$ cat src/rtl/agohp_pkg.sv
// Package of register map, field layout and constants for the gain block
// How it works
// - Gain enabled: odd samples scaled 0.2 dB/count
// - Gain enabled: even samples scaled 0.2 dB/count
// - Offset enabled: subtract odd offset field
// - Offset enabled: subtract even offset field
// - Offset is ten-bit signed, 14-bit LSB
// - Pattern select: PRBS on enabled lanes 1-4
// - Pattern select: lanes 1-2 use codes
// - Rounding clear: truncate filter output
// - Rounding set: round filter output
// - Filter corner k from four-bit field
// - Filter only while enable set, reset off
package agohp_pkg;
  localparam int          ADDR_W          = 8;
  localparam int          DATA_W          = 32;
  localparam int          SAMPLE_W        = 14;
  localparam logic [7:0]  IDX_ODD         = 8'h13;
  localparam logic [7:0]  IDX_EVEN        = 8'h14;
  localparam logic [7:0]  IDX_PAT         = 8'h15;
  localparam logic [7:0]  IDX_GLOBAL      = 8'h20;
  localparam logic [7:0]  IDX_STATUS      = 8'h21;
  localparam logic [15:0] RESET_VAL       = 16'h0000;
  localparam int          GAIN_MSB        = 15;
  localparam int          GAIN_LSB        = 11;
  localparam int          OFS_MSB         = 9;
  localparam int          OFS_LSB         = 0;
  localparam int          PRBS_MSB        = 15;
  localparam int          PRBS_LSB        = 12;
  localparam int          PAT1_MSB        = 11;
  localparam int          PAT1_LSB        = 9;
  localparam int          PAT2_MSB        = 8;
  localparam int          PAT2_LSB        = 6;
  localparam int          ROUND_BIT       = 5;
  localparam int          K_MSB           = 4;
  localparam int          K_LSB           = 1;
  localparam int          HPF_EN_BIT      = 0;
  localparam int          GLB_GAIN_BIT    = 0;
  localparam int          GLB_OFS_BIT     = 1;
  localparam int          GLB_PAT_BIT     = 2;
  localparam logic [3:0]  K_MIN           = 4'h2;
  localparam logic [3:0]  K_MAX           = 4'ha;
  localparam int          FIFO_DEPTH      = 8;
  localparam logic [15:0] PRBS_SEED       = 16'h7fff;
  typedef enum logic [1:0]
  {
    BUS_IDLE = 2'b00,
    BUS_DONE = 2'b01
  } agohp_bus_t;
endpackage : agohp_pkg

$ cat src/rtl/agohp_top.sv
// Register bank and sample datapath: gain, offset, filter and lane patterns
//
// Decided for this implementation: the Avalon-MM register port.
`timescale 1ns/1ns
`default_nettype none
module agohp_top
  import agohp_pkg::*;
#(
  parameter int DEPTH = agohp_pkg::FIFO_DEPTH
) (
  input  wire logic                           sys_clk_in,
  input  wire logic                           reset_in,
  input  wire logic [agohp_pkg::ADDR_W-1:0]   avs_address_in,
  input  wire logic                           avs_read_in,
  input  wire logic                           avs_write_in,
  input  wire logic [agohp_pkg::DATA_W-1:0]   avs_writedata_in,
  input  wire logic [3:0]                     avs_byteenable_in,
  output logic      [agohp_pkg::DATA_W-1:0]   avs_readdata_out,
  output logic                                avs_waitrequest_out,
  input  wire logic [agohp_pkg::SAMPLE_W-1:0] sample_in,
  input  wire logic                           sample_valid_in,
  output logic                                sample_ready_out,
  output logic      [agohp_pkg::SAMPLE_W-1:0] lane1_out,
  output logic      [agohp_pkg::SAMPLE_W-1:0] lane2_out,
  output logic      [agohp_pkg::SAMPLE_W-1:0] lane3_out,
  output logic      [agohp_pkg::SAMPLE_W-1:0] lane4_out,
  output logic                                lane_valid_out,
  input  wire logic                           lane_ready_in
);
  import agohp_pkg::*;
  localparam int SW = SAMPLE_W;

  logic [15:0] reg_odd;
  logic [15:0] reg_even;
  logic [15:0] reg_pat;
  logic [2:0]  reg_global;
  agohp_bus_t  bus_state;
  logic [DATA_W-1:0] rdata;

  // Register bus: one wait cycle, answer in the second cycle
  wire bus_req   = avs_read_in || avs_write_in;
  wire bus_ack   = bus_req && (bus_state == BUS_DONE);
  wire wr_odd    = bus_ack && avs_write_in && avs_address_in == IDX_ODD;
  wire wr_even   = bus_ack && avs_write_in && avs_address_in == IDX_EVEN;
  wire wr_pat    = bus_ack && avs_write_in && avs_address_in == IDX_PAT;
  wire wr_glb    = bus_ack && avs_write_in && avs_address_in == IDX_GLOBAL;
  wire [15:0] wmask = {{8{avs_byteenable_in[1]}}, {8{avs_byteenable_in[0]}}};

  function automatic logic [15:0] merge(input logic [15:0] old_v,
                                        input logic [15:0] new_v,
                                        input logic [15:0] m);
    merge = (old_v & ~m) | (new_v & m);
  endfunction : merge

  logic fifo_out_valid;
  logic fifo_out_ready;
  logic [SW-1:0] fifo_out_data;
  logic out_full;

  always_comb
  begin
    rdata = '0;
    case (avs_address_in)
      IDX_ODD:    rdata = {16'h0000, reg_odd};
      IDX_EVEN:   rdata = {16'h0000, reg_even};
      IDX_PAT:    rdata = {16'h0000, reg_pat};
      IDX_GLOBAL: rdata = {29'h0, reg_global};
      IDX_STATUS: rdata = {30'h0, out_full, fifo_out_valid};
      default:    rdata = '0;
    endcase
  end

  always_ff @(posedge sys_clk_in or posedge reset_in)
  begin
    if (reset_in)
    begin
      bus_state           <= BUS_IDLE;
      avs_waitrequest_out <= 1'b1;
      avs_readdata_out    <= '0;
    end
    else
    begin
      case (bus_state)
        BUS_IDLE: bus_state <= bus_req ? BUS_DONE : BUS_IDLE;
        BUS_DONE: bus_state <= BUS_IDLE;
        default:  bus_state <= BUS_IDLE;
      endcase
      avs_waitrequest_out <= !(bus_req && bus_state == BUS_IDLE);
      if (bus_req && bus_state == BUS_IDLE && avs_read_in)
        avs_readdata_out <= rdata;
    end
  end

  always_ff @(posedge sys_clk_in or posedge reset_in)
  begin
    if (reset_in)
    begin
      reg_odd    <= RESET_VAL;
      reg_even   <= RESET_VAL;
      reg_pat    <= RESET_VAL;
      reg_global <= '0;
    end
    else
    begin
      if (wr_odd)
        reg_odd <= merge(reg_odd, avs_writedata_in[15:0], wmask);
      if (wr_even)
        reg_even <= merge(reg_even, avs_writedata_in[15:0], wmask);
      if (wr_pat)
        reg_pat <= merge(reg_pat, avs_writedata_in[15:0], wmask);
      if (wr_glb && avs_byteenable_in[0])
        reg_global <= avs_writedata_in[2:0];
    end
  end

  wire gain_en = reg_global[GLB_GAIN_BIT];
  wire ofs_en  = reg_global[GLB_OFS_BIT];
  wire pat_en  = reg_global[GLB_PAT_BIT];

  // Input sample FIFO; sample_ready_out is its registered-state ready
  logic fifo_in_ready;
  agohp_fifo #(.WIDTH(SW), .DEPTH(DEPTH)) u_fifo (
    .sys_clk_in   (sys_clk_in),
    .reset_in     (reset_in),
    .wr_data_in   (sample_in),
    .wr_valid_in  (sample_valid_in),
    .wr_ready_out (fifo_in_ready),
    .rd_data_out  (fifo_out_data),
    .rd_valid_out (fifo_out_valid),
    .rd_ready_in  (fifo_out_ready)
  );
  assign sample_ready_out = fifo_in_ready;

  // Output register stage
  assign out_full       = lane_valid_out && !lane_ready_in;
  assign fifo_out_ready = !out_full;
  wire take = fifo_out_valid && fifo_out_ready;

  // Sample parity: first sample after reset is odd
  logic odd_phase;

  // Gain table 10^(n*0.2/20) in Q2.14, n = 0..31
  function automatic logic [17:0] gain_q(input logic [4:0] n);
    logic [17:0] t [32];
    t = '{18'h04000, 18'h0417e, 18'h04304, 18'h04494, 18'h0462d,
          18'h047cf, 18'h0497b, 18'h04b32, 18'h04cf2, 18'h04ebd,
          18'h05092, 18'h05273, 18'h0545e, 18'h05655, 18'h05858,
          18'h05a67, 18'h05c82, 18'h05eaa, 18'h060de, 18'h06320,
          18'h0656f, 18'h067cc, 18'h06a37, 18'h06cb0, 18'h06f38,
          18'h071cf, 18'h07476, 18'h0772c, 18'h079f3, 18'h07cca,
          18'h07fb2, 18'h082ac};
    gain_q = t[n];
  endfunction : gain_q

  function automatic logic signed [SW-1:0] sat(input logic signed [31:0] v);
    if (v > 32'sd8191)
      sat = 14'sh1fff;
    else if (v < -32'sd8192)
      sat = -14'sh2000;
    else
      sat = v[SW-1:0];
  endfunction : sat

  wire [15:0] cur_reg  = odd_phase ? reg_odd : reg_even;
  wire [4:0]  gain_n   = gain_en ? cur_reg[GAIN_MSB:GAIN_LSB] : 5'h00;
  wire signed [9:0] ofs = ofs_en ? $signed(cur_reg[OFS_MSB:OFS_LSB])
                                 : 10'sh000;
  wire signed [31:0] x_ofs = 32'(signed'(fifo_out_data)) - 32'(ofs);
  wire signed [49:0] prod  = 50'(x_ofs) * 50'(signed'({1'b0, gain_q(gain_n)}));
  wire signed [SW-1:0] corr = sat(32'(prod >>> 14));

  // High-pass filter: y = x - dc, dc += (x - dc) >> k, dc in 16 frac bits
  logic signed [31:0] dc_acc;
  wire [3:0]  k_raw  = reg_pat[K_MSB:K_LSB];
  wire [3:0]  k_eff  = (k_raw < K_MIN) ? K_MIN :
                       (k_raw > K_MAX) ? K_MAX : k_raw;
  wire signed [31:0] x_fix  = 32'(signed'(corr)) <<< 16;
  wire signed [31:0] hp_fix = x_fix - dc_acc;
  wire signed [31:0] next_dc = dc_acc + (hp_fix >>> k_eff);
  wire signed [31:0] hp_rnd  = reg_pat[ROUND_BIT] ?
                               (hp_fix + 32'sh8000) : hp_fix;
  wire signed [SW-1:0] hp_out = sat(hp_rnd >>> 16);
  wire hpf_on = reg_pat[HPF_EN_BIT];
  wire signed [SW-1:0] data_final = hpf_on ? hp_out : corr;

  // PRBS-15 generator per output word
  logic [15:0] prbs;
  wire  next_bit = prbs[14] ^ prbs[13];
  wire [15:0] next_prbs = {prbs[14:0], next_bit};

  function automatic logic [SW-1:0] pattern(input logic [2:0] code,
                                            input logic [SW-1:0] d,
                                            input logic [15:0] p);
    case (code)
      3'h0:    pattern = d;
      3'h1:    pattern = '0;
      3'h2:    pattern = '1;
      3'h3:    pattern = 14'h2aaa;
      3'h4:    pattern = 14'h1555;
      3'h5:    pattern = p[SW-1:0];
      3'h6:    pattern = 14'h2000;
      default: pattern = d;
    endcase
  endfunction : pattern

  function automatic logic [SW-1:0] lane_sel(input logic prbs_bit,
                                             input logic [2:0] code,
                                             input logic [SW-1:0] d,
                                             input logic [15:0] p);
    if (!pat_en)
      lane_sel = d;
    else if (prbs_bit)
      lane_sel = p[SW-1:0];
    else
      lane_sel = pattern(code, d, p);
  endfunction : lane_sel

  wire [SW-1:0] d_u = data_final;
  wire [SW-1:0] next_l1 = lane_sel(reg_pat[PRBS_MSB],
                                   reg_pat[PAT1_MSB:PAT1_LSB], d_u, prbs);
  wire [SW-1:0] next_l2 = lane_sel(reg_pat[PRBS_MSB-1],
                                   reg_pat[PAT2_MSB:PAT2_LSB], d_u, prbs);
  wire [SW-1:0] next_l3 = lane_sel(reg_pat[PRBS_MSB-2], 3'h0, d_u, prbs);
  wire [SW-1:0] next_l4 = lane_sel(reg_pat[PRBS_LSB], 3'h0, d_u, prbs);

  always_ff @(posedge sys_clk_in or posedge reset_in)
  begin
    if (reset_in)
    begin
      odd_phase      <= 1'b1;
      dc_acc         <= '0;
      prbs           <= PRBS_SEED;
      lane1_out      <= '0;
      lane2_out      <= '0;
      lane3_out      <= '0;
      lane4_out      <= '0;
      lane_valid_out <= 1'b0;
    end
    else
    begin
      if (take)
      begin
        odd_phase <= !odd_phase;
        dc_acc    <= hpf_on ? next_dc : '0;
        prbs      <= next_prbs;
        lane1_out <= next_l1;
        lane2_out <= next_l2;
        lane3_out <= next_l3;
        lane4_out <= next_l4;
      end
      if (take)
        lane_valid_out <= 1'b1;
      else if (lane_ready_in)
        lane_valid_out <= 1'b0;
    end
  end
endmodule : agohp_top
`default_nettype wire

$ cat src/rtl/agohp_fifo.sv
// Synchronous valid/ready FIFO held in flip-flops
`timescale 1ns/1ns
`default_nettype none
module agohp_fifo #(
  parameter int WIDTH = 14,
  parameter int DEPTH = 8
) (
  input  wire logic             sys_clk_in,
  input  wire logic             reset_in,
  input  wire logic [WIDTH-1:0] wr_data_in,
  input  wire logic             wr_valid_in,
  output logic                  wr_ready_out,
  output logic      [WIDTH-1:0] rd_data_out,
  output logic                  rd_valid_out,
  input  wire logic             rd_ready_in
);
  localparam int AW = $clog2(DEPTH);
  logic [WIDTH-1:0] mem [DEPTH];
  logic [AW-1:0]    wr_ptr;
  logic [AW-1:0]    rd_ptr;
  logic [AW:0]      count;
  wire              push = wr_valid_in && wr_ready_out;
  wire              pop  = rd_valid_out && rd_ready_in;
  assign wr_ready_out = (count != AW'(0) + (AW+1)'(DEPTH));
  assign rd_valid_out = (count != '0);
  assign rd_data_out  = mem[rd_ptr];
  always_ff @(posedge sys_clk_in or posedge reset_in)
  begin
    if (reset_in)
    begin
      wr_ptr <= '0;
      rd_ptr <= '0;
      count  <= '0;
    end
    else
    begin
      if (push)
        wr_ptr <= (wr_ptr == AW'(DEPTH - 1)) ? '0 : wr_ptr + 1'b1;
      if (pop)
        rd_ptr <= (rd_ptr == AW'(DEPTH - 1)) ? '0 : rd_ptr + 1'b1;
      count <= count + (AW+1)'(push) - (AW+1)'(pop);
    end
  end
  always_ff @(posedge sys_clk_in)
  begin
    if (push)
      mem[wr_ptr] <= wr_data_in;
  end
endmodule : agohp_fifo
`default_nettype wire

$ cat config.mk
export PLATFORM = sky130hd
export DESIGN_NAME = agohp_top
export DESIGN_NICKNAME = d
export VERILOG_FILES = /design/src/rtl/agohp_pkg.sv /design/src/rtl/agohp_top.sv /design/src/rtl/agohp_fifo.sv
export SDC_FILE = /design/constraint.sdc
export NUM_CORES = 1
export LEC_CHECK = 0
export BUFFER_PORTS_ARGS = -buffer_cell sky130_fd_sc_hd__buf_2
export CORE_ASPECT_RATIO = 0.6
export CORE_MARGIN = 2
export CORE_UTILIZATION = 45
export CTS_CLUSTER_SIZE = 16
export DETAILED_ROUTE_END_ITERATION = 10
export PLACE_DENSITY = 0.73
export RECOVER_POWER = 25
export SLEW_MARGIN = 20
export SYNTH_ARGS = -nofsm -noshare
export SYNTH_HDL_FRONTEND = slang
export SYNTH_HIERARCHICAL = 1
export SYNTH_SLANG_ARGS = --single-unit
$ cat constraint.sdc
create_clock -name sys_clk_in -period 45.1 [get_ports sys_clk_in]
set_clock_uncertainty 0.1 [all_clocks]
set_input_delay 9.02 -clock sys_clk_in [delete_from_list [all_inputs] [get_ports sys_clk_in]]
set_output_delay 9.02 -clock sys_clk_in [all_outputs]
set_load 0.02 [all_outputs]
==> results.py, run 1 <==
metrics = {
    "sta": {
        "tightest_slew_ns": 5.088,
        "finalSetupViolCount": 0,
        "slew_violations": 112,
        "period_share": 0.4160,
        "rsz0062_at_grt": "no",
        "tns_ns": 0,
        "slew_headroom": -2.411,
        "fmax_mhz": 53.30,
        "min_period_ns": 18.76,
        "final-hold-violation-count": 0,
    },
    "cts": {
        "cts_max_level": 1,
        "cts_setup_buffers": 0,
        "cts_hold_buf": 0,
        "cts_resized": 0,
        "ctsLongestPathBuffers": 3,
        "cts_tree": "yes",
        "clkSinkCount": 296,
        "cts_root_buffer": "clkbuf_16",
        "path_clk_slew_ns": 0.07,
        "numCtsBuffers": 30,
        "clk_latency_ns": 0.62,
    },
    "cells_and_area": {
        "drive_gt1_frac": 0.1187,
        "n_fill_cell": 5652,
        "area_delta_synth_final_pct": 8.420,
        "nets": 3513,
        "multi_input_area_sq_mm": 0.01802,
        "regArea_sq_mm": 0.007989,
    },
    "logic_synthesis": {
        "synth_edf_count": 112,
        "ys_ff_latch": 296,
        "yosys.area.top_type": "dfrtp_1",
        "synth_cells": 3016,
        "synth_area_leaders": "dfrtp_1 (15%), fa_1 (13%), edfxtp_1 (12%)",
        "ys_warn_count": 6,
        "synth.cell_area_sq_mm": 0.02770,
        "synth_fa_ha_area_frac": 0.2221,
        "synth-xor-area-share": 0.02877,
        "ys_seq_area_frac": 0.2884,
        "synth_ff_type": "dfrtp_1",
        "synth_compound_area_frac": 0.1542,
        "syn_area_per_cell_sq_um": 9.184,
        "synth_top_area_share": 0.1509,
        "muxShareOfSynthArea": 0.08099,
        "async_flop_share": 0.6216,
        "synth.distinct_cells": 101,
        "synth_top_family_by_area": "adder cells",
        "synthSimpleGateAreaFrac": 0.1596,
    },
    "critical_path": {
        "critical_path.most_common_cell": "a21o_1",
        "worstPathArrival_ns": 19.13,
        "worstSetupEndpointType": "flip-flop",
        "cpLargestDelayFamily": "compound AO/OA/AOI/OAI gates",
        "slowest_stage": "a2111oi_0",
        "startpoint_type": "flip-flop",
        "path_max_fanout": 31,
        "crit_type": "flip-flop to flip-flop",
        "required_ns": 45.46,
        "slowest_delay_ns": 0.85,
        "crit_buf_inv": 8,
    },
    "status": {
        "violations": "capacitance limit, slew limit",
        "status": "finished with violations",
    },
    "worst_hold_path": {
        "holdCritPathClass": "flip-flop to flip-flop",
    },
    "flow_run": {
        "cap_violations": 1,
    },
    "routing": {
        "wl_um": 79850,
        "firstDrtPassIters": 7,
        "num_vias": 23040,
        "ant_nets": 0,
        "drc": 0,
        "vias_per_cell": 5.870,
        "drt_iter0_drc": 2767,
        "wire_per_inst_um": 20.35,
    },
    "die": {
        "die-area_sq_mm": 0.06362,
        "die_h_um": 196.2,
        "rows": 70,
        "coreArea_sq_mm": 0.06087,
        "pin_count": 155,
        "start_util": 0.4551,
        "dieWidth_um": 324.3,
    },
    "grt": {
        "grt_pass1_vias": 21420,
        "antenna_found_initial": 8,
        "grt_pass1_wl_um": 124700,
        "globalRouteTotalUtil": 0.2482,
        "gr-total-overflow": 0,
        "grt_max_degree": 112,
    },
    "place": {
        "dp_hpwl_um": 61240,
        "io_buffers": 120,
        "place.gp.congestion": 0.9887,
    },
}
-- synthesized netlist by cell type, types with 16 or more instances --
| master | n |
|---|---|
| fa_1 | 183 |
| nand3_1 | 62 |
| nand4_1 | 16 |
| a221oi_1 | 19 |
| o21ai_0 | 162 |
| a21oi_1 | 160 |
| a211oi_1 | 25 |
| nor3_1 | 61 |
| or3_1 | 22 |
| nand2_1 | 384 |
| a31oi_1 | 37 |
| mux2_2 | 96 |
| clkbuf_1 | 119 |
| mux4_1 | 27 |
| buf_4 | 22 |
| ha_1 | 199 |
| nor2_1 | 266 |
| nor2b_1 | 16 |
| xor2_1 | 37 |
| edfxtp_1 | 112 |
| dfrtp_1 | 167 |
| nand2b_1 | 35 |
| o22ai_1 | 23 |
| xnor2_1 | 54 |
| a21o_1 | 58 |
| mux2i_1 | 43 |
| inv_1 | 289 |
| dfstp_2 | 17 |
| and2_1 | 45 |
-- logic make-up (layout without fill, tap and decap cells) --
| kind of cell | after synthesis | count (layout) |
|---|---|---|
| AOI/OAI and AO/OA | 647 | 647 |
| xor gates and xnor gates | 91 | 91 |
| adders and majority gates | 382 | 382 |
| buffers and inverters | 453 | 513 |
| DFF | 296 | 296 |
| muxes | 167 | 167 |
| other | 1 | 21 |
| and+or+nand+nor | 979 | 979 |
-- tightest hold or removal path, stage by stage, from the launching register on --
cell and delay, ns:
dfstp_2 0.37, nand2_1 0.05, nand2_1 0.05
-- final timing paths --
kind                                                   to  cells after the start                    startpoint  slack, ns
worst min-delay path                 prbs[14]$_DFFE_PP1P_                      2          prbs[14]$_DFFE_PP1P_       0.37
worst max-delay path               dc_acc[30]$_DFFE_PP0P_                     65  u_fifo/rd_ptr[0]$_DFFE_PP0P_      26.34
worst max register to register     dc_acc[30]$_DFFE_PP0P_                     65  u_fifo/rd_ptr[0]$_DFFE_PP0P_      26.34
max in group asynchronous                       async pin                      3                      reset_in      32.53
min in group asynchronous       u_fifo/count[1]$_DFF_PP0_                      2                      reset_in       8.30
worst min register to register       prbs[14]$_DFFE_PP1P_                      2          prbs[14]$_DFFE_PP1P_       0.37
-- metal layers --
metal	global-route usage	up-vias	share of wire	wire, um
li1	-	10590	-	-
met1	0.3976	11200	0.48	37960
met2	0.3215	1143	0.38	30080
met3	0.07240	103	0.13	10360
met4	0.05134	8	0.017	1389
met5	0	-	0.00075	60
-- per-stage QoR --
stage,area [sq um],hold WS [ns],util,worst slack [ns],std cells
floorplan,27760,0.3465,-,29.70,3031
global placement,29090,0.3567,0.4779,26.92,3863
detailed placement,29090,0.3595,0.4779,26.64,3863
CTS,30040,0.3695,0.4935,26.59,3919
global route,30030,0.3949,0.4934,25.26,3924
finish,30030,0.3656,0.4934,26.34,3924
-- cells in the final DEF, fill, tap and decap left out, types with 37 or more instances in the layout --
cell type / instances
ha_1: 199
nor3_1: 56
buf_2: 103
inv_1: 288
o21ai_0: 161
a21oi_1: 160
fa_1: 183
mux2i_1: 43
edfxtp_1: 112
nand2_1: 384
nand3_1: 62
a31oi_1: 37
mux2_2: 96
a21o_1: 58
and2_1: 44
buf_4: 47
nor2_1: 264
dfrtp_1: 167
xnor2_1: 52
-- final cells by class --
cell class / count / area share
Antenna cell: 5 / 0.0004166
Clock buffer: 39 / 0.02712
Clock inverter: 17 / 0.004458
Inverter: 290 / 0.03629
Multi-Input combinational cell: 2282 / 0.6002
Sequential cell: 296 / 0.2660
Tap cell: 828 / 0.03450
Timing Repair Buffer: 167 / 0.03104
Power of run 1 is left out: the tool's default activity adds up to more than one toggle a clock period on the data nets, which glitch-free logic cannot reach.
==> inputs of run 2 (changes only) <==
Settings changed: ABC_AREA from default to 1.
Clock period 45.1 ns to 19.65 ns, I/O delays scaled along.
==> results.py, run 2 <==
metrics = {
    "routing": {
        "wl_um": 92160,
        "firstDrtPassIters": 8,
        "ant_nets": 0,
        "wire_per_inst_um": 19.27,
        "drc": 0,
        "vias_per_cell": 5.451,
        "num_vias": 26070,
        "drt_iter0_drc": 2955,
    },
    "cts": {
        "cts_root_buffer": "clkbuf_16",
        "clk_latency_ns": 0.63,
        "clkSinkCount": 296,
        "cts_hold_buf": 0,
        "cts_tree": "yes",
        "cts_resized": 0,
        "cts_setup_buffers": 0,
        "cts_max_level": 1,
        "path_clk_slew_ns": 0.06,
        "ctsLongestPathBuffers": 3,
        "numCtsBuffers": 31,
    },
    "sta": {
        "slew_violations": 102,
        "tightest_slew_ns": 4.748,
        "rsz0062_at_grt": "no",
        "slew_headroom": -2.183,
        "tns_ns": 0,
        "min_period_ns": 16.43,
        "finalSetupViolCount": 0,
        "fmax_mhz": 60.87,
        "final-hold-violation-count": 0,
        "period_share": 0.8360,
    },
    "worst_hold_path": {
        "holdCritPathClass": "flip-flop to flip-flop",
        "hp-start": "bus_state[0]$_DFF_PP0_",
    },
    "grt": {
        "globalRouteTotalUtil": 0.2835,
        "antenna_found_initial": 1,
        "gr-total-overflow": 0,
        "grt-busiest-layer": "met1",
        "grt_max_degree": 102,
        "grt_pass1_vias": 24180,
        "met1_usage": 0.4555,
        "gr-usage-met3": 0.09414,
        "use_met2": 0.3664,
        "grt_pass1_wl_um": 142500,
    },
    "critical_path": {
        "slowest_delay_ns": 0.90,
        "critical_path.most_common_cell": "nand2_1",
        "path_max_fanout": 59,
        "worstPathArrival_ns": 16.85,
        "startpoint_type": "flip-flop",
        "r2r_start": "u_fifo/rd_ptr[0]$_DFFE_PP0P_",
        "slowest_stage": "xor2_1",
        "crit_buf_inv": 13,
        "worstSetupEndpointType": "flip-flop",
        "cpLargestDelayFamily": "compound AO/OA/AOI/OAI gates",
        "required_ns": 20.07,
        "cp-startpoint": "u_fifo/rd_ptr[0]$_DFFE_PP0P_",
        "crit_type": "flip-flop to flip-flop",
    },
    "logic_synthesis": {
        "yosys.cell_count.top_type": "nand2_1",
        "async_flop_share": 0.6216,
        "synth_edf_count": 112,
        "syn_area_per_cell_sq_um": 7.377,
        "yosys.area.top_type": "dfrtp_1",
        "ys_ff_latch": 296,
        "ys_warn_count": 6,
        "synth.cell_area_sq_mm": 0.02840,
        "synth_area_leaders": "dfrtp_1 (15%), nand2_1 (13%), fa_1 (13%)",
        "synth.distinct_cells": 64,
        "synth_ff_type": "dfrtp_1",
        "ys_seq_area_frac": 0.2813,
        "synth_top_area_share": 0.1471,
        "synth_cells": 3850,
        "netlist_top_cells_count": "nand2_1 (996), inv_1 (576), nor2_1 (305)",
    },
    "die": {
        "coreArea_sq_mm": 0.06254,
        "start_util": 0.4541,
        "dieWidth_um": 328.3,
        "pin_count": 155,
        "die-area_sq_mm": 0.06521,
        "die_h_um": 198.6,
        "rows": 71,
    },
    "status": {
        "status": "finished with violations",
        "violations": "capacitance limit, slew limit",
    },
    "place": {
        "place.gp.congestion": 1.015,
        "io_buffers": 120,
        "dp_hpwl_um": 72620,
    },
    "cells_and_area": {
        "layout_commonest_cell": "nand2_1",
        "drive_gt1_frac": 0.09665,
        "nets": 4363,
        "final_cell_mix": "nand2_1 (996), inv_1 (575), nor2_1 (304)",
        "area_delta_synth_final_pct": 8.335,
    },
    "flow_run": {
        "cap_violations": 1,
    },
}
[run 2: cells by family (layout without fill, tap and decap cells)]
| kind of cell | after synthesis | count (layout) | share of synthesized area |
|---|---|---|---|
| AND/OR/NAND/NOR | 1669 | 1669 | 0.2467 |
| adder cells (fa/ha/maj) | 382 | 382 | 0.2167 |
| XOR/XNOR | 47 | 47 | 0.01449 |
| AO/OA/AOI/OAI | 656 | 656 | 0.1283 |
| flip-flops | 296 | 296 | 0.2813 |
| buffers and inverters | 795 | 872 | 0.1111 |
| other | 1 | 17 | 0.0001320 |
| multiplexers | 4 | 4 | 0.001410 |
[run 2: final timing paths]
| kind | endpoint | slack [ns] | depth (start not counted) |
|---|---|---|---|
| setup reg to reg | dc_acc[25]$_DFFE_PP0P_ | 3.22 | 73 |
| hold reg to reg | bus_state[0]$_DFF_PP0_ | 0.35 | 1 |
| setup / recovery | dc_acc[25]$_DFFE_PP0P_ | 3.22 | 73 |
| hold / removal | bus_state[0]$_DFF_PP0_ | 0.35 | 1 |
| min in group asynchronous | u_fifo/count[1]$_DFF_PP0_ | 3.30 | 2 |
| max in group asynchronous | lane3_out[5]$_DFFE_PP0P_ | 12.24 | 3 |
[run 2: metal layers]
| metal | up-vias | part of all wire | routed length [um] |
|---|---|---|---|
| met4 | 0 | 0.010 | 935 |
| met2 | 1450 | 0.37 | 34010 |
| li1 | 12390 | - | - |
| met1 | 12140 | 0.48 | 43950 |
| met5 | - | 0 | 0 |
| met3 | 83 | 0.14 | 13260 |
[run 2: final cells by class]
| cell class | instances | area, sq um |
|---|---|---|
| Antenna cell | 1 | 2.502 |
| Clock buffer | 42 | 867.1 |
| Clock inverter | 16 | 168.9 |
| Fill cell | 6178 | 31770 |
| Inverter | 664 | 2496 |
| Multi-Input combinational cell | 2774 | 17390 |
| Sequential cell | 296 | 7989 |
| Tap cell | 839 | 1050 |
| Timing Repair Buffer | 150 | 805.8 |
[run 2: through the flow]
stage | area (sq um) | util | worst slack, ns | instances | hold slack, ns
detailed placement | 29750 | 0.4758 | 3.747 | 4723 | 0.3454
CTS | 30790 | 0.4923 | 3.672 | 4781 | 0.3542
global placement | 29750 | 0.4758 | 3.829 | 4723 | 0.3400
floorplan | 28460 | - | 7.311 | 3865 | 0.3263
global route | 30770 | 0.4920 | 2.017 | 4781 | 0.3890
finish | 30770 | 0.4920 | 3.222 | 4782 | 0.3491
[run 2: worst reg2reg max path: cells and delay by family (launching register included)]
family,cells,cell delay (ns)
simple gates,30,3.26
xor+xnor,1,0.90
compound gates,18,4.91
flops,1,0.32
fa+ha+maj,11,4.55
buf+inv,13,2.31
Power of run 2 is left out for the same reason.
